<file path="src/pkg/hscp_pkg.sv">
/*
  hscp_pkg: constants and types of the host serial control port.
  Assumes one clock domain at 125 MHz; all pin levels are synchronised
  inside the block before use, except RST, which also clears the flops directly.
*/
package hscp_pkg;

  // host interface chosen by the reset-time straps
  typedef enum logic [2:0] {
    MD_NONE,                               // no host, monitor-channel slave
    MD_SERIAL,                             // four-wire serial control port
    MD_PAR_STROBE,                         // parallel, data strobe style
    MD_PAR_NONMUX,                         // parallel, separate address bus
    MD_PAR_MUX                             // parallel, multiplexed address/data
  } hscp_mode_t;

  // position inside one serial access
  typedef enum logic [2:0] {
    PH_IDLE,                               // chip select high
    PH_HDR,                                // waiting for the header byte
    PH_ADDR,                               // next byte is an address
    PH_DATA,                               // next byte is a data slot
    PH_DROP                                // unknown header, rest ignored
  } hscp_phase_t;

  // programming sequence family picked by the header
  typedef enum logic [1:0] {
    SQ_ALT,                                // address/data alternating
    SQ_CONST,                              // one address, data forever
    SQ_RDWR                                // reads, then write-only run
  } hscp_seq_t;

  localparam int          BYTE_BITS     = 8;
  localparam logic [2:0]  BIT_LAST      = 3'h7;
  localparam logic [3:0]  TX_SHIFTS     = 4'h7;
  localparam logic [7:0]  HDR_ALT_NI    = 8'h40;
  localparam logic [7:0]  HDR_ALT_IL    = 8'h48;
  localparam logic [7:0]  HDR_CONST     = 8'h43;
  localparam logic [7:0]  HDR_RW_NI     = 8'h41;
  localparam logic [7:0]  HDR_RW_IL     = 8'h49;
  localparam int          HDR_HALF_BIT  = 2;
  localparam logic [7:0]  HDR_HALF_MASK = 8'h04;
  localparam int          ADDR_RD_BIT   = 7;
  localparam logic [7:0]  FIFO_TOP      = 8'h1f;
  localparam logic [7:0]  FIFO_ALT_A    = 8'h6a;
  localparam logic [7:0]  FIFO_ALT_B    = 8'h7a;
  localparam int          FIFO_PTR_W    = 6;

endpackage

</file>
<file path="src/hw/hscp_top.sv">
/*
  hscp_top: host access front end. Picks the host interface from the
  straps seen while RST is high, runs the serial control port (header,
  address and data bytes over SCL/SERIAL_IN_LINE/SERIAL_OUT_LINE/CS_N) and drives the interrupt
  pin. Assumes an internal register file on CLK that answers REG_RD with
  REG_RDATA valid in the following cycle, and that SCL stays high and low
  for at least five CLK periods each.
*/
// Operation
// - straps are captured only while reset is high
// - strap levels decode to parallel, serial or none
// - with parallel straps, an ALE edge after reset selects multiplexed bus
// - interrupt pin low active, reprogrammable high active
// - four lines, data moves at serial clock rate
// - chip select falling edge starts an access
// - sample on SCL rise, shift out on fall
// - bytes of eight bits, most significant first
// - first byte is a header choosing the sequence
// - header bit two selects upper address half
// - header 40 alternates address and data slots
// - header 48 returns read data under next address
// - header 43 keeps one address for all data
// - with header 43, FIFO addresses use a per-byte incrementing pointer
// - header 41 reads then write-only run, non-interleaved
// - header 49 is the interleaved read-then-write form
// - write address ends reads, then data written repeatedly
`timescale 1ns/10ps
module hscp_top
  import hscp_pkg::*;
#(
  parameter int PTR_W = FIFO_PTR_W         // FIFO pointer width
) (
  input  wire logic             CLK,       // 125 MHz system clock
  input  wire logic             RST,       // async reset, active high
  input  wire logic             WR_PIN,    // write strobe / read-write strap
  input  wire logic             RD_PIN,    // read strobe / data_strobe strap
  input  wire logic             ALE_PIN,   // address latch strap
  input  wire logic             CS_N,      // chip select, also strap
  input  wire logic             SCL,       // serial clock from the host
  input  wire logic             SERIAL_IN_LINE,       // serial_in_line
  output logic                  SDX_O,     // serial_out_line level
  output logic                  SDX_OE_N,  // serial_out_line drive, low = on
  input  wire logic             IRQ_REQ,   // interrupt pending, internal
  input  wire logic             IRQ_HIGH,  // interrupt polarity high active
  output logic                  INT_O,     // interrupt pin level
  output logic                  INT_OE_N,  // interrupt pin drive, low = on
  output hscp_mode_t            HOST_MODE, // selected host interface
  output logic [7:0]            REG_ADDR,  // register address
  output logic [7:0]            REG_WDATA, // register write data
  output logic                  REG_WR,    // one-cycle write strobe
  output logic                  REG_RD,    // one-cycle read strobe
  input  wire logic [7:0]       REG_RDATA, // read data, cycle after REG_RD
  output logic                  FIFO_SEL,  // access targets the FIFO
  output logic [PTR_W-1:0]      FIFO_PTR   // FIFO slot of the strobe
);

  // FIFO window decode, used for both directions
  function automatic logic is_fifo(input logic [7:0] a);
    is_fifo = (a <= FIFO_TOP) || (a == FIFO_ALT_A) || (a == FIFO_ALT_B);
  endfunction

  // pin synchronisers: first stage read only by the second
  logic [5:0] pin_s1;
  logic [5:0] pin_s2;
  logic       scl_s3;
  logic       cs_s3;
  logic       ale_s3;
  logic       rst_s1;
  logic       rst_s2;

  always_ff @(posedge CLK) begin
    pin_s1 <= {SCL, SERIAL_IN_LINE, CS_N, WR_PIN, RD_PIN, ALE_PIN};
    pin_s2 <= pin_s1;
    scl_s3 <= pin_s2[5];
    cs_s3  <= pin_s2[3];
    ale_s3 <= pin_s2[0];
    rst_s1 <= RST;
    rst_s2 <= rst_s1;
  end

  wire scl_s2 = pin_s2[5];
  wire sdr_s2 = pin_s2[4];
  wire cs_s2  = pin_s2[3];
  wire wr_s2  = pin_s2[2];
  wire rd_s2  = pin_s2[1];
  wire ale_s2 = pin_s2[0];

  // straps: no async reset, they must keep loading while RST is high
  logic       strap_wr_q;
  logic       strap_rd_q;
  logic       strap_cs_q;
  logic       strap_ale_q;
  logic       mux_seen_q;
  hscp_mode_t mode_q;

  always_ff @(posedge CLK) begin
    if (rst_s2) begin
      strap_wr_q  <= wr_s2;
      strap_rd_q  <= rd_s2;
      strap_cs_q  <= cs_s2;
      strap_ale_q <= ale_s2;
    end
  end

  // an ALE edge sticks until reset; cleared all through reset so power-up with reset high clears
  wire ale_edge = ale_s2 ^ ale_s3;

  always_ff @(posedge CLK) begin
    if (rst_s2) begin
      mux_seen_q <= 1'b0;
    end else begin
      mux_seen_q <= mux_seen_q | ale_edge;
    end
  end

  // strap decode; unlisted combinations fall back to no host
  wire par_sel = strap_wr_q & strap_rd_q & strap_cs_q;
  wire ser_sel = ~strap_wr_q & ~strap_rd_q & strap_cs_q & ~strap_ale_q;
  hscp_mode_t mode_d;
  assign mode_d = !par_sel ? (ser_sel ? MD_SERIAL : MD_NONE) :
                  mux_seen_q  ? MD_PAR_MUX :
                  strap_ale_q ? MD_PAR_STROBE : MD_PAR_NONMUX;

  always_ff @(posedge CLK) begin
    mode_q <= mode_d;
  end

  // serial edge events; clock ignored while deselected
  wire serial_on = (mode_q == MD_SERIAL);
  wire cs_fall   = serial_on & ~cs_s2 & cs_s3;
  wire scl_rise  = serial_on & ~cs_s2 & scl_s2 & ~scl_s3;
  wire scl_fall  = serial_on & ~cs_s2 & ~scl_s2 & scl_s3;

  hscp_phase_t     phase_q;
  hscp_seq_t       seq_q;
  logic            intl_q;
  logic            half_q;
  logic            isrd_q;
  logic            fifo_q;
  logic [2:0]      bit_cnt_q;
  logic [6:0]      rx_sh_q;
  logic [PTR_W-1:0] ptr_q;

  // byte assembly, MSB first
  wire [7:0] rx_byte   = {rx_sh_q, sdr_s2};
  wire       byte_done = scl_rise & (bit_cnt_q == BIT_LAST) & (phase_q != PH_IDLE);

  // header decode with the half-select bit masked off
  wire [7:0] hdr_base  = rx_byte & ~HDR_HALF_MASK;
  wire hdr_alt   = (hdr_base == HDR_ALT_NI) | (hdr_base == HDR_ALT_IL);
  wire hdr_const = (hdr_base == HDR_CONST);
  wire hdr_rw    = (hdr_base == HDR_RW_NI) | (hdr_base == HDR_RW_IL);
  wire hdr_il    = (hdr_base == HDR_ALT_IL) | (hdr_base == HDR_RW_IL);
  wire hdr_ok    = hdr_alt | hdr_const | hdr_rw;
  hscp_seq_t hdr_seq;
  assign hdr_seq = hdr_const ? SQ_CONST : (hdr_rw ? SQ_RDWR : SQ_ALT);

  // byte-level actions
  wire       got_hdr  = byte_done & (phase_q == PH_HDR);
  wire       got_addr = byte_done & (phase_q == PH_ADDR);
  wire       got_data = byte_done & (phase_q == PH_DATA);
  wire       ab_rd    = rx_byte[ADDR_RD_BIT];
  wire [7:0] ab_addr  = {half_q, rx_byte[6:0]};
  wire       const_q  = (seq_q == SQ_CONST);
  wire       do_rd    = (got_addr & ab_rd) | (got_data & const_q & isrd_q);
  wire       do_wr    = got_data & ~isrd_q;
  // interleaved reads take the next slot as an address again
  wire       addr_stay = ab_rd & intl_q & ~const_q;
  // constant address and the write run of 41/49 never leave data slots
  wire       data_stay = const_q | ((seq_q == SQ_RDWR) & ~isrd_q);
  wire       ptr_step  = got_data & const_q & fifo_q;
  wire [PTR_W-1:0] ptr_inc = ptr_q + {{(PTR_W-1){1'b0}}, 1'b1};

  // bit counter restarted on every select; receive shifter only shifts
  always_ff @(posedge CLK or posedge RST) begin
    if (RST) begin
      bit_cnt_q <= 3'h0;
      rx_sh_q   <= 7'h00;
    end else if (cs_fall) begin
      bit_cnt_q <= 3'h0;
    end else if (scl_rise) begin
      bit_cnt_q <= bit_cnt_q + 3'h1;
      rx_sh_q   <= rx_byte[6:0];
    end
  end

  // access sequencing
  always_ff @(posedge CLK or posedge RST) begin
    if (RST) begin
      phase_q <= PH_IDLE;
    end else if (!serial_on || cs_s2) begin
      phase_q <= PH_IDLE;
    end else if (cs_fall) begin
      phase_q <= PH_HDR;
    end else if (got_hdr) begin
      phase_q <= hdr_ok ? PH_ADDR : PH_DROP;
    end else if (got_addr) begin
      phase_q <= addr_stay ? PH_ADDR : PH_DATA;
    end else if (got_data) begin
      phase_q <= data_stay ? PH_DATA : PH_ADDR;
    end
  end

  // header attributes and the current address kind
  always_ff @(posedge CLK or posedge RST) begin
    if (RST) begin
      seq_q  <= SQ_ALT;
      intl_q <= 1'b0;
      half_q <= 1'b0;
      isrd_q <= 1'b0;
      fifo_q <= 1'b0;
    end else if (got_hdr) begin
      seq_q  <= hdr_seq;
      intl_q <= hdr_il;
      half_q <= rx_byte[HDR_HALF_BIT];
    end else if (got_addr) begin
      isrd_q <= ab_rd;
      fifo_q <= const_q & is_fifo(ab_addr);
    end
  end

  // FIFO pointer: zero at the address, one step per data byte
  always_ff @(posedge CLK or posedge RST) begin
    if (RST) begin
      ptr_q <= '0;
    end else if (got_addr) begin
      ptr_q <= '0;
    end else if (ptr_step) begin
      ptr_q <= ptr_inc;
    end
  end

  // register strobes toward the internal register file
  logic [7:0]       reg_addr_q;
  logic [7:0]       reg_wdata_q;
  logic             reg_wr_q;
  logic             reg_rd_q;
  logic             fifo_sel_q;
  logic [PTR_W-1:0] fifo_ptr_q;

  always_ff @(posedge CLK or posedge RST) begin
    if (RST) begin
      reg_wr_q <= 1'b0;
      reg_rd_q <= 1'b0;
    end else begin
      reg_wr_q <= do_wr & (phase_q != PH_DROP);
      reg_rd_q <= do_rd;
    end
  end

  always_ff @(posedge CLK or posedge RST) begin
    if (RST) begin
      reg_addr_q  <= 8'h00;
      reg_wdata_q <= 8'h00;
      fifo_sel_q  <= 1'b0;
      fifo_ptr_q  <= '0;
    end else begin
      if (got_addr) begin
        reg_addr_q <= ab_addr;
        fifo_sel_q <= const_q & is_fifo(ab_addr);
        fifo_ptr_q <= '0;
      end else if (do_rd || do_wr) begin
        fifo_ptr_q <= (do_rd && fifo_q) ? ptr_inc : ptr_q;
      end
      if (do_wr) begin
        reg_wdata_q <= rx_byte;
      end
    end
  end

  // transmit path: read data loaded after the strobe, sent on falls
  logic       rd_pend_q;
  logic       tx_rdy_q;
  logic [7:0] tx_buf_q;
  logic [6:0] tx_sh_q;
  logic [3:0] tx_left_q;
  logic       sdx_q;
  logic       sdx_oe_n_q;

  always_ff @(posedge CLK or posedge RST) begin
    if (RST) begin
      rd_pend_q <= 1'b0;
      tx_rdy_q  <= 1'b0;
      tx_buf_q  <= 8'h00;
    end else begin
      rd_pend_q <= reg_rd_q;
      if (cs_s2 || (scl_fall && tx_rdy_q)) begin
        tx_rdy_q <= 1'b0;
      end
      if (rd_pend_q && !cs_s2) begin
        tx_rdy_q <= 1'b1;                  // later than the clear: new data wins
        tx_buf_q <= REG_RDATA;
      end
    end
  end

  // line released between read bytes so 40 can share one wire
  always_ff @(posedge CLK or posedge RST) begin
    if (RST) begin
      tx_sh_q    <= 7'h00;
      tx_left_q  <= 4'h0;
      sdx_q      <= 1'b0;
      sdx_oe_n_q <= 1'b1;
    end else if (cs_s2 || !serial_on) begin
      tx_left_q  <= 4'h0;
      sdx_oe_n_q <= 1'b1;
    end else if (scl_fall) begin
      if (tx_rdy_q) begin
        sdx_q      <= tx_buf_q[7];
        tx_sh_q    <= tx_buf_q[6:0];
        tx_left_q  <= TX_SHIFTS;
        sdx_oe_n_q <= 1'b0;
      end else if (tx_left_q != 4'h0) begin
        sdx_q     <= tx_sh_q[6];
        tx_sh_q   <= {tx_sh_q[5:0], 1'b0};
        tx_left_q <= tx_left_q - 4'h1;
      end else begin
        sdx_oe_n_q <= 1'b1;
      end
    end
  end

  // interrupt pin: open drain low active, push-pull when high active
  logic int_q;
  logic int_oe_n_q;

  always_ff @(posedge CLK or posedge RST) begin
    if (RST) begin
      int_q      <= 1'b0;
      int_oe_n_q <= 1'b1;
    end else begin
      int_q      <= IRQ_HIGH & IRQ_REQ;
      int_oe_n_q <= ~IRQ_HIGH & ~IRQ_REQ;
    end
  end

  assign SDX_O     = sdx_q;
  assign SDX_OE_N  = sdx_oe_n_q;
  assign INT_O     = int_q;
  assign INT_OE_N  = int_oe_n_q;
  assign HOST_MODE = mode_q;
  assign REG_ADDR  = reg_addr_q;
  assign REG_WDATA = reg_wdata_q;
  assign REG_WR    = reg_wr_q;
  assign REG_RD    = reg_rd_q;
  assign FIFO_SEL  = fifo_sel_q;
  assign FIFO_PTR  = fifo_ptr_q;

endmodule // hscp_top

</file>
<file path="config.mk">
export PLATFORM = sky130hd
export DESIGN_NAME = hscp_top
export DESIGN_NICKNAME = d
export VERILOG_FILES = /design/src/pkg/hscp_pkg.sv /design/src/hw/hscp_top.sv
export SDC_FILE = /design/constraint.sdc
export NUM_CORES = 1
export LEC_CHECK = 0
export BUFFER_PORTS_ARGS = -buffer_cell sky130_fd_sc_hd__buf_2
export CORE_MARGIN = 4
export CORE_UTILIZATION = 57
export CTS_BUF_LIST = sky130_fd_sc_hd__clkbuf_8 sky130_fd_sc_hd__clkbuf_16
export CTS_CLUSTER_DIAMETER = 30
export DETAILED_ROUTE_END_ITERATION = 10
export PLACE_DENSITY = 0.76
export SLEW_MARGIN = 40
export SYNTH_ARGS = -nofsm -noshare
export SYNTH_HDL_FRONTEND = slang
export SYNTH_SLANG_ARGS = --single-unit
</file>
<file path="constraint.sdc">
create_clock -name CLK -period 2.5 [get_ports CLK]
set_input_delay 0.125 -clock CLK [delete_from_list [all_inputs] [get_ports CLK]]
set_output_delay 0.125 -clock CLK [all_outputs]
set_load 0.1 [all_outputs]
</file>
==> metrics.csv, run 1 <==
stage,metric,value,unit
setup_path,r2r-start,bit_cnt_q[0]$_DFFE_PP0P_,
clock_network,clock_latency,0.37,ns
drt,routedWlPerCell,14.8,µm
setup_path,slowest_delay,0.55,ns
global_route,grt_busiest_layer,met2,
setup_path,crit_path_end,REG_WDATA[5]$_DFFE_PP0P_,
floorplan,die_width,91.9,µm
sta,slew_violations,0,
global_route,grt_max_degree,35,
drt,firstDrtPassIters,4,
floorplan,die_h,91.9,µm
placement,dp_hpwl,5080,µm
setup_path,rr_worst_depth,7,
drt,dr.first_iter.drc_count,161,
setup_path,path_class,reg2reg,
sta,finalSetupTns,0,ns
setup_path,worstSetupStartpointType,flip-flop,
global_route,grt_pass1_vias,2770,
sta,hold_ws,0.325,ns
logic_synthesis,synth_compound_area_share,9.48,%
layout,syn2layout_area_growth,19.0,%
logic_synthesis,synthSimpleGateAreaFrac,12.4,%
logic_synthesis,synth_top_area_share,45.5,%
logic_synthesis,yosys_warnings,0,
clock_network,ctsHoldBuffers,18,
sta,max_freq,445,MHz
setup_path,startpoint,bit_cnt_q[0]$_DFFE_PP0P_,
sta,rsz0062_at_grt,no,
placement,gp_congestion,0.814,
setup_path,required,2.76,ns
power,leakagePower,2.25,nW
logic_synthesis,synth_most_common_cell,dfrtp_1,
logic_synthesis,synth_area_leader_cell,dfrtp_1,
drt,wirelength,7390,µm
logic_synthesis,avgSynthCellArea,12.5,µm²
logic_synthesis,synthMuxAreaShare,12.5,%
clock_network,cts_tree,done,
global_route,use_met1,25.1,%
drt,drcViolationCount,0,
layout,drive_above_1_share,29.6,%
logic_synthesis,netlist_area,4010,µm²
sta,min_period,2.25,ns
sta,worstMarginPinSlew,0.729,ns
setup_path,worstPathArrival,2.50,ns
setup_path,reg2reg_slack,0.25,ns
sta,hold_viol,0,
floorplan,io_pins,50,
logic_synthesis,synth_edf_count,4,
setup_path,crit_top_cell,ha_1,
power,ir_drop,0.419,mV
logic_synthesis,synthCells,322,
logic_synthesis,postSynthNetCount,345,
logic_synthesis,synth_top_family_by_area,multiplexers,
sta,maxSlewHeadroom,51.3,%
global_route,grt_pass1_wl,13000,µm
hold_path,hold_path.class,reg2reg,
sta,fin_crit_sh,89.8,%
logic_synthesis,synthAdderAreaFrac,1.56,%
global_route,grt-ovfl-total,0,
floorplan,dieArea,8440,µm²
global_route,grt_util_met3,4.92,%
sta,fin_skew,0.0115,ns
drt,postRouteAntennaNets,0,
logic_synthesis,synth_seq_cells,100,
clock_network,clkSlewWorstSetupHoldPaths,0.10,ns
floorplan,rows,30,
layout,final_cells,501,
clock_network,cts_root_buffer,clkbuf_8,
logic_synthesis,ys_types,56,
logic_synthesis,ys_seq_area_share,60.3,%
logic_synthesis,synthXorXnorAreaFrac,1.53,%
power,power.density,580,nW/µm²
setup_path,worstPathMaxFanout,9,
drt,vias,2701,
setup_path,cp_slowest_cell,or4bb_1,
run_status,status,"complete, no violations",
floorplan,start_util,58.7,%
clock_network,cts_resized,0,
setup_path,crit_path_cell_trace,ha_1 -> ha_1 -> or4bb_1 -> nor4_4 -> nand2b_1 -> buf_4 -> mux2_4,
clock_network,cts.sinks,100,
sta,setup_viol,0,
logic_synthesis,async_flop_share,75.0,%
clock_network,h-tree-depth,3,
clock_network,post-cts-setup-buffers,0,
setup_path,crit_path_end_kind,flip-flop,
clock_network,cts_buffers,9,
drt,via_per_inst,5.39,
placement,io_buffers,49,
job,cap_violations,0,
layout,n_antenna_cell,0,
layout,nFillCells,529,
logic_synthesis,netlist_top_cells_count,"dfrtp_1, nand2_1, mux2_2",
global_route,antenna_found_initial,0,
logic_synthesis,yosys-top-cells-area,"dfrtp_1, dfxtp_1, mux2_2, edfxtp_1, mux2_4",
floorplan,core,6830,µm²
clock_network,cts_buffer_depth,2,
hold_path,min_path_cells,0,
layout,nets,423,
placement,dp_cells,467,
setup_path,regToRegEndpoint,REG_WDATA[5]$_DFFE_PP0P_,
logic_synthesis,ys.flop_type,dfrtp_1,
global_route,track_usage,19.4,%
global_route,met2_usage,31.2,%
hold_path,worstHoldStart,rst_s1$_DFF_P_,
-- layout by cell type (no fill, tap or decap), types with 3 or more instances in the layout --
cell	instances
dfxtp_1	20
clkbuf_8	9
buf_4	8
nand2b_1	6
ha_1	5
o2bb2ai_1	4
edfxtp_1	4
buf_2	49
mux2i_1	10
mux2_2	25
a31oi_1	3
inv_1	9
nand3_1	7
xnor2_1	6
a21oi_1	19
dlygate4sd3_1	18
nor2b_1	3
nand4_1	4
nor2_1	12
mux2_4	8
dfrtp_1	73
nand2_1	26
o21ai_0	14
or3_1	4
a211oi_1	4
o21ai_1	8
-- stage by stage --
step	utilization (%)	instance area (µm²)	power (mW)	setup slack, ns
finish	69.9	4770	2.77	0.254
global route	69.9	4770	2.89	0.126
CTS	69.8	4770	2.80	0.224
floorplan	-	4010	1.79	0.131
detailed placement	64.5	4410	1.84	0.261
global placement	64.5	4410	1.83	0.322
-- layer usage --
metal	routed length (µm)	vias up
met5	0	-
met4	112	0
met3	313	9
met2	3580	53
met1	3380	1329
li1	-	1310
-- state kept, by name (all words and copies together), names as in the netlist, 6 cells and up --
| register | flops |
|---|---|
| REG_ADDR | 8 |
| REG_WDATA | 8 |
| tx_buf_q | 8 |
| rx_sh_q | 7 |
| tx_sh_q | 7 |
| FIFO_PTR | 6 |
| pin_s1 | 6 |
| pin_s2 | 6 |
| ptr_q | 6 |
-- power breakdown --
| part | internal, mW | switching (mW) | total (mW) |
|---|---|---|---|
| logic | 0.0571 | 0.0847 | 0.142 |
| registers | 1.66 | 0.0250 | 1.68 |
| clock network | 0.377 | 0.568 | 0.944 |
-- critical path, delay by kind of cell, from the launching register on --
kind | cells | cell delay (ns)
adders and majority gates | 2 | 0.30
buffers and inverters | 1 | 0.20
DFF | 1 | 0.40
muxes | 1 | 0.30
and+or+nand+nor | 3 | 0.92
-- worst min path at each step --
stage | endpoint | slack (ns)
global placement | pin_s1[4]$_DFF_P_ | 0.23
CTS | rst_s2$_DFF_P_ | 0.33
floorplan | INT_OE_N$_DFF_PP1_ | 0.15
detailed placement | pin_s1[5]$_DFF_P_ | 0.23
global route | pin_s2[3]$_DFF_P_ | 0.33
finish | rst_s2$_DFF_P_ | 0.33
-- cell families (layout without fill, tap and decap cells) --
family | Yosys count | after routing
AO/OA/AOI/OAI | 63 | 63
XOR/XNOR | 7 | 7
adder cells (fa/ha/maj) | 5 | 5
buffers and inverters | 19 | 102
flip-flops | 100 | 100
multiplexers | 43 | 43
AND/OR/NAND/NOR | 85 | 85
-- final cells by class --
cell class / instances / area (µm²) / area share (%)
clock inverters: 7 / 60.1 / 1.26
repair buffers: 76 / 505 / 10.6
well taps: 96 / 120 / 2.52
clock buffers: 9 / 124 / 2.60
multi-input cells: 203 / 1500 / 31.5
flip-flops and latches: 100 / 2420 / 50.7
inverters: 10 / 38.8 / 0.813
No activity file was read; power rests on OpenSTA's default activity.
==> run 2: changes to the inputs <==
- ABC_AREA: not set -> 1
==> run 2 against run 1 <==
- combinational power rose by 12%
- first-iteration DRC count shrank 55%
- sequential share of layout area grew 0.88 points
- maximum frequency is 18% higher
- clock skew increased by 0.0018 ns
- cell area is 1.8% lower
- sequential power barely moved
- global-route usage shrank 0.95 points
- synthesized area down 0.97%
- routed wire length fell by 2.8%
- core utilization decreased by 0.85 points
- critical path type unchanged
- largest power group unchanged
==> metrics.csv, run 2 <==
stage,metric,value,unit,change
placement,gp_congestion,0.824,,was 0.814
logic_synthesis,synth_top_area_share,46.0,%,was 45.5%
logic_synthesis,async_flop_share,75.0,%,unchanged
drt,postRouteAntennaNets,0,,unchanged
layout,final_cell_mix,"dfrtp_1, nand2_1, buf_2",,"was dfrtp_1, buf_2, nand2_1"
sta,setup_viol,0,,unchanged
drt,vias,2801,,was 2701
layout,final_common_cell,dfrtp_1,,unchanged
power,leakagePower,2.37,nW,was 2.25 nW
setup_path,worstPathArrival,2.19,ns,was 2.50 ns
power,ir_drop,0.542,mV,was 0.419 mV
floorplan,core,6790,µm²,was 6830 µm²
setup_path,worstPathMaxFanout,32,,was 9
setup_path,cp_num_buf_inv,0,,was 1
global_route,antenna_found_initial,0,,unchanged
clock_network,cts_root_buffer,clkbuf_8,,unchanged
drt,firstDrtPassIters,4,,unchanged
setup_path,path_delay_family,simple AND/OR/NAND/NOR gates,,unchanged
logic_synthesis,ys_types,38,,was 56
run_status,status,"complete, no violations",,unchanged
global_route,grt-ovfl-total,0,,unchanged
setup_path,worstSetupStartpointType,flip-flop,,unchanged
drt,dr.first_iter.drc_count,73,,was 161
global_route,grt_max_degree,51,,was 35
clock_network,cts_resized,0,,unchanged
sta,finalSetupTns,0,ns,unchanged
clock_network,cts_buffer_depth,2,,unchanged
logic_synthesis,avgSynthCellArea,10.3,µm²,was 12.5 µm²
setup_path,slowest_delay,0.38,ns,was 0.55 ns
layout,final_cells,560,,was 501
logic_synthesis,synth_most_common_cell,dfrtp_1,,unchanged
clock_network,h-tree-depth,3,,unchanged
logic_synthesis,yosys_warnings,0,,unchanged
logic_synthesis,yosys-top-cells-area,"dfrtp_1, dfxtp_1, nand2_1, inv_1, nand3_1",,"was dfrtp_1, dfxtp_1, mux2_2, edfxtp_1, mux2_4"
floorplan,die_h,91.5,µm,was 91.9 µm
sta,max_freq,524,MHz,was 445 MHz
drt,routedWlPerCell,12.8,µm,was 14.8 µm
logic_synthesis,netlist_area,3970,µm²,was 4010 µm²
placement,io_buffers,49,,unchanged
floorplan,rows,30,,unchanged
logic_synthesis,synth_edf_count,4,,unchanged
logic_synthesis,postSynthNetCount,410,,was 345
clock_network,clkSlewWorstSetupHoldPaths,0.10,ns,about the same
sta,hold_viol,0,,unchanged
logic_synthesis,netlist_top_cells_count,"dfrtp_1, nand2_1, inv_1",,"was dfrtp_1, nand2_1, mux2_2"
global_route,track_usage,18.4,%,was 19.4%
sta,worstMarginPinSlew,0.593,ns,was 0.729 ns
placement,dp_hpwl,5000,µm,was 5080 µm
sta,fin_crit_sh,76.3,%,was 89.8%
setup_path,crit_path_end_kind,flip-flop,,unchanged
clock_network,clock_latency,0.36,ns,was 0.37 ns
floorplan,io_pins,50,,unchanged
floorplan,die_width,91.5,µm,was 91.9 µm
sta,maxSlewHeadroom,60.4,%,was 51.3%
setup_path,cp_slowest_cell,dfrtp_1,,was or4bb_1
setup_path,path_class,reg2reg,,unchanged
drt,drcViolationCount,0,,unchanged
layout,drive_above_1_share,21.1,%,was 29.6%
drt,via_per_inst,5.00,,was 5.39
sta,slew_violations,0,,unchanged
hold_path,hold_path.class,reg2reg,,unchanged
layout,nets,482,,was 423
clock_network,cts_buffers,9,,unchanged
layout,syn2layout_area_growth,18.0,%,was 19.0%
logic_synthesis,ys_seq_area_share,60.9,%,was 60.3%
logic_synthesis,ys.flop_type,dfrtp_1,,unchanged
floorplan,start_util,58.5,%,was 58.7%
setup_path,required,2.78,ns,was 2.76 ns
setup_path,reg2reg_slack,0.59,ns,was 0.25 ns
sta,rsz0062_at_grt,no,,unchanged
placement,dp_cells,526,,was 467
sta,fin_skew,0.0133,ns,was 0.0115 ns
global_route,grt_pass1_vias,2841,,was 2770
floorplan,dieArea,8370,µm²,was 8440 µm²
clock_network,cts.sinks,100,,unchanged
job,cap_violations,0,,unchanged
power,power.density,599,nW/µm²,was 580 nW/µm²
logic_synthesis,synth_area_leader_cell,dfrtp_1,,unchanged
logic_synthesis,synthCells,387,,was 322
setup_path,crit_path_cell_trace,ha_1 -> ha_1 -> nand2_1 -> nor2_4 -> nand2_2 -> nand2_4 -> nand3_1 -> o21ai_1,,was ha_1 -> ha_1 -> or4bb_1 -> nor4_4 -> nand2b_1 -> buf_4 -> mux2_4
logic_synthesis,synth_seq_cells,100,,unchanged
sta,min_period,1.91,ns,was 2.25 ns
layout,n_antenna_cell,0,,unchanged
clock_network,cts_tree,done,,unchanged
global_route,grt_pass1_wl,12300,µm,was 13000 µm
drt,wirelength,7190,µm,was 7390 µm
setup_path,crit_top_cell,ha_1,,unchanged
-- run 2: worst paths after layout --
check                                          from                       end  cells after the start
max reg2reg                bit_cnt_q[0]$_DFFE_PP0P_      ptr_q[2]$_DFFE_PP0P_                      8
min                               pin_s1[0]$_DFF_P_         pin_s2[0]$_DFF_P_                      0
max in group asynchronous                       RST      tx_rdy_q$_DFFE_PP0P_                      4
min reg2reg                       pin_s1[0]$_DFF_P_         pin_s2[0]$_DFF_P_                      0
max                        bit_cnt_q[0]$_DFFE_PP0P_      ptr_q[2]$_DFFE_PP0P_                      8
min in group asynchronous                       RST  REG_WDATA[4]$_DFFE_PP0P_                      3
-- run 2: per-stage QoR --
| stage | setup slack [ns] | hold slack (ns) | total power [mW] | util, % | cell area [µm²] |
|---|---|---|---|---|---|
| floorplan | 0.338 | 0.152 | 1.83 | - | 3970 |
| global placement | 0.668 | 0.227 | 1.87 | 63.6 | 4320 |
| detailed placement | 0.609 | 0.229 | 1.87 | 63.6 | 4320 |
| CTS | 0.566 | 0.336 | 2.84 | 69.0 | 4690 |
| global route | 0.398 | 0.341 | 2.93 | 69.0 | 4690 |
| finish | 0.593 | 0.336 | 2.81 | 69.0 | 4690 |
-- run 2: routing by layer --
metal / track usage (%) / share of wire (%) / wire length (µm) / vias to the layer above
li1: - / - / - / 1419
met1: 22.0 / 45 / 3240 / 1323
met2: 31.6 / 50 / 3600 / 46
met3: 5.30 / 3.3 / 239 / 13
met4: 6.53 / 1.5 / 111 / 0
met5: 0 / 0 / 0 / -
-- run 2: cells by family (layout without fill, tap and decap cells) --
family	Yosys count	in the layout	synth area share [%]
adder cells (fa/ha/maj)	5	5	1.57
AND/OR/NAND/NOR	148	148	18.2
flip-flops	100	100	60.9
XOR/XNOR	6	6	1.32
multiplexers	9	9	2.55
AO/OA/AOI/OAI	65	65	10.0
buffers and inverters	54	131	5.39
-- run 2: repair_timing --
action                                  in CTS  in global routing
endpoints found under the setup margin       0                  0
hold buffers                                18                  0
setup buffers                                0                  0
hold endpoints to repair                    40                  0
-- run 2: cell type report --
class                   count  area (µm²)
clock buffers               9         124
clock inverters             7        60.1
fillers                   512        2110
inverters                  46         173
multi-input cells         233        1340
flip-flops and latches    100        2420
well taps                  96         120
repair buffers             69         453
-- run 2: power by group --
group	internal, mW	leakage [nW]	switching [mW]
Combinational	0.0587	1.04	0.100
Sequential	1.67	1.23	0.0299
Clock	0.381	0.0955	0.568
==> run 3: changes to the inputs <==
- clock period: 2.5 -> 1.8 ns (I/O delays scaled with it)
==> run 3 against run 2 <==
- final cell count up 1.6%
- non-clock buffer count up 9
- setup slack worse by 0.54 ns
- total power up 41%
- critical path depth up 1
- die area unchanged
- first-iteration DRC count rose to 2.5 times the previous value
- core utilization up 2.4 points
- clock-buffer cell count unchanged
- largest power group unchanged
- highest routed layer unchanged
==> metrics.csv, run 3 (synthesized netlist as in run 2, its figures left out) <==
stage,metric,value,unit,change
sta,maxSlewHeadroom,67.4,%,was 60.4%
global_route,antenna_found_initial,0,,unchanged
global_route,grt-ovfl-total,0,,unchanged
global_route,track_usage,18.8,%,was 18.4%
drt,dr.first_iter.drc_count,183,,was 73
floorplan,rows,30,,unchanged
layout,nFillCells,510,,was 512
placement,io_buffers,49,,unchanged
drt,vias,2887,,was 2801
setup_path,path_class,reg2reg,,unchanged
placement,dpl_cell_area,4400,µm²,was 4320 µm²
clock_network,cts_buffers,9,,unchanged
layout,drive_above_1_share,25.8,%,was 21.1%
layout,syn2layout_area_growth,22.2,%,was 18.0%
setup_path,worstSetupStartpointType,flip-flop,,unchanged
floorplan,die_h,91.5,µm,unchanged
sta,slew_violations,0,,unchanged
sta,min_period,1.74,ns,was 1.91 ns
sta,hold_viol,0,,unchanged
run_status,status,"complete, no violations",,unchanged
floorplan,io_pins,50,,unchanged
placement,place_ws,0.0308,ns,was 0.609 ns
power,power.density,815,nW/µm²,was 599 nW/µm²
job,cap_violations,0,,unchanged
layout,nets,491,,was 482
layout,final_cell_mix,"dfrtp_1, nand2_1, buf_2",,unchanged
clock_network,cts.sinks,100,,unchanged
setup_path,worstPathArrival,2.01,ns,was 2.19 ns
drt,via_per_inst,5.07,,was 5.00
setup_path,worstPathMaxFanout,8,,was 32
layout,final_common_cell,dfrtp_1,,unchanged
drt,postRouteAntennaNets,0,,unchanged
sta,rsz0062_at_grt,yes,,was no
clock_network,clkSlewWorstSetupHoldPaths,0.10,ns,about the same
sta,max_freq,574,MHz,was 524 MHz
floorplan,dieArea,8370,µm²,unchanged
drt,routedWlPerCell,13.8,µm,was 12.8 µm
placement,dp_hpwl,5280,µm,was 5000 µm
hold_path,hold_path.class,in2async,,was reg2reg
global_route,grt_max_degree,61,,was 51
drt,firstDrtPassIters,4,,unchanged
power,ir_drop,0.748,mV,was 0.542 mV
global_route,grt_pass1_vias,2775,,was 2841
clock_network,cts_tree,done,,unchanged
clock_network,cts_buffer_depth,2,,unchanged
sta,fin_crit_sh,96.8,%,was 76.3%
sta,setup_slack,0.0575,ns,was 0.593 ns
setup_path,required,2.07,ns,was 2.78 ns
sta,finalSetupTns,0,ns,unchanged
layout,n_antenna_cell,0,,unchanged
setup_path,crit_path_end_kind,flip-flop,,unchanged
clock_network,h-tree-depth,3,,unchanged
sta,fin_skew,0.0123,ns,was 0.0133 ns
drt,wirelength,7830,µm,was 7190 µm
floorplan,core,6790,µm²,unchanged
global_route,grt_pass1_wl,12600,µm,was 12300 µm
placement,gp_congestion,0.813,,was 0.824
clock_network,clock_latency,0.38,ns,was 0.36 ns
floorplan,start_util,58.5,%,unchanged
clock_network,cts_root_buffer,clkbuf_8,,unchanged
drt,drcViolationCount,0,,unchanged
floorplan,die_width,91.5,µm,unchanged
power,leakagePower,2.43,nW,was 2.37 nW
sta,worstMarginPinSlew,0.493,ns,was 0.593 ns
sta,setup_viol,0,,unchanged
layout,fin_area,4850,µm²,was 4690 µm²
[run 3: changes by cell type in the layout (fill, tap and decap cells not counted), sizes merged]
| cell | previous run | this run |
|---|---|---|
| inv | 51 | 49 |
| buf | 51 | 60 |
| clkinv | 1 | 3 |
[run 3: worst paths after layout]
path                                     startpoint  slack, ns                 endpoint  depth (start not counted)
max                        bit_cnt_q[0]$_DFFE_PP0P_       0.06  FIFO_PTR[0]$_DFFE_PP0P_                          9
min                                             RST       0.28   tx_sh_q[6]$_DFFE_PP0P_                          3
max reg2reg                bit_cnt_q[0]$_DFFE_PP0P_       0.06  FIFO_PTR[0]$_DFFE_PP0P_                          9
min reg2reg                          rst_s1$_DFF_P_       0.34           rst_s2$_DFF_P_                          0
max in group asynchronous                       RST       0.91   tx_sh_q[1]$_DFFE_PP0P_                          4
min in group CLK                     rst_s1$_DFF_P_       0.34           rst_s2$_DFF_P_                          0
[run 3: report_power, final]
part / internal (mW) / leakage [nW] / switching [mW]
sequential: 2.32 / 1.23 / 0.0409
clock: 0.538 / 0.0993 / 0.827
combinational: 0.0854 / 1.10 / 0.145
total: 2.94 / 2.43 / 1.01
[run 3: what timing repair did]
item | in CTS | in global routing
hold endpoints to repair | 32 | 0
hold buffers | 18 | 0
buffers inserted | 0 | 2
setup endpoints to repair | 0 | 13
resized for setup | 0 | 15
[run 3: layout make-up]
class | count | area (µm²) | share of cell area (%)
sequential | 100 | 2430 | 50.0
multi-input combinational | 233 | 1410 | 29.0
timing repair buffer | 78 | 533 | 11.0
inverter | 46 | 176 | 3.63
clock buffer | 9 | 124 | 2.55
tap | 96 | 120 | 2.47
clock inverter | 7 | 67.6 | 1.39
[run 3: critical path, cell delays in order (launching register included)]
cell	delay, ns
dfrtp_1	0.38
ha_2	0.19
ha_4	0.12
nand2_2	0.06
nor2_4	0.20
nand4_1	0.19
nand2_4	0.18
nand3_1	0.12
nand3_1	0.12
nand2_1	0.06
[run 3: metal layers]
layer  up-vias  GRT usage, %  share of wire [%]
met2        58          31.4                 51
met1      1383          23.6                 43
met5         -             0                  0
met3         9          5.55                4.4
li1       1437             -                  -
met4         0          5.53                1.3
[run 3: metrics by stage]
stage,util [%],power (mW),hold slack [ns],cells
floorplan,-,2.54,0.117,387
CTS,70.2,3.99,0.256,567
global placement,64.8,2.60,0.113,533
finish,71.4,3.96,0.275,569
detailed placement,64.8,2.61,0.118,533
global route,71.4,4.12,0.316,569
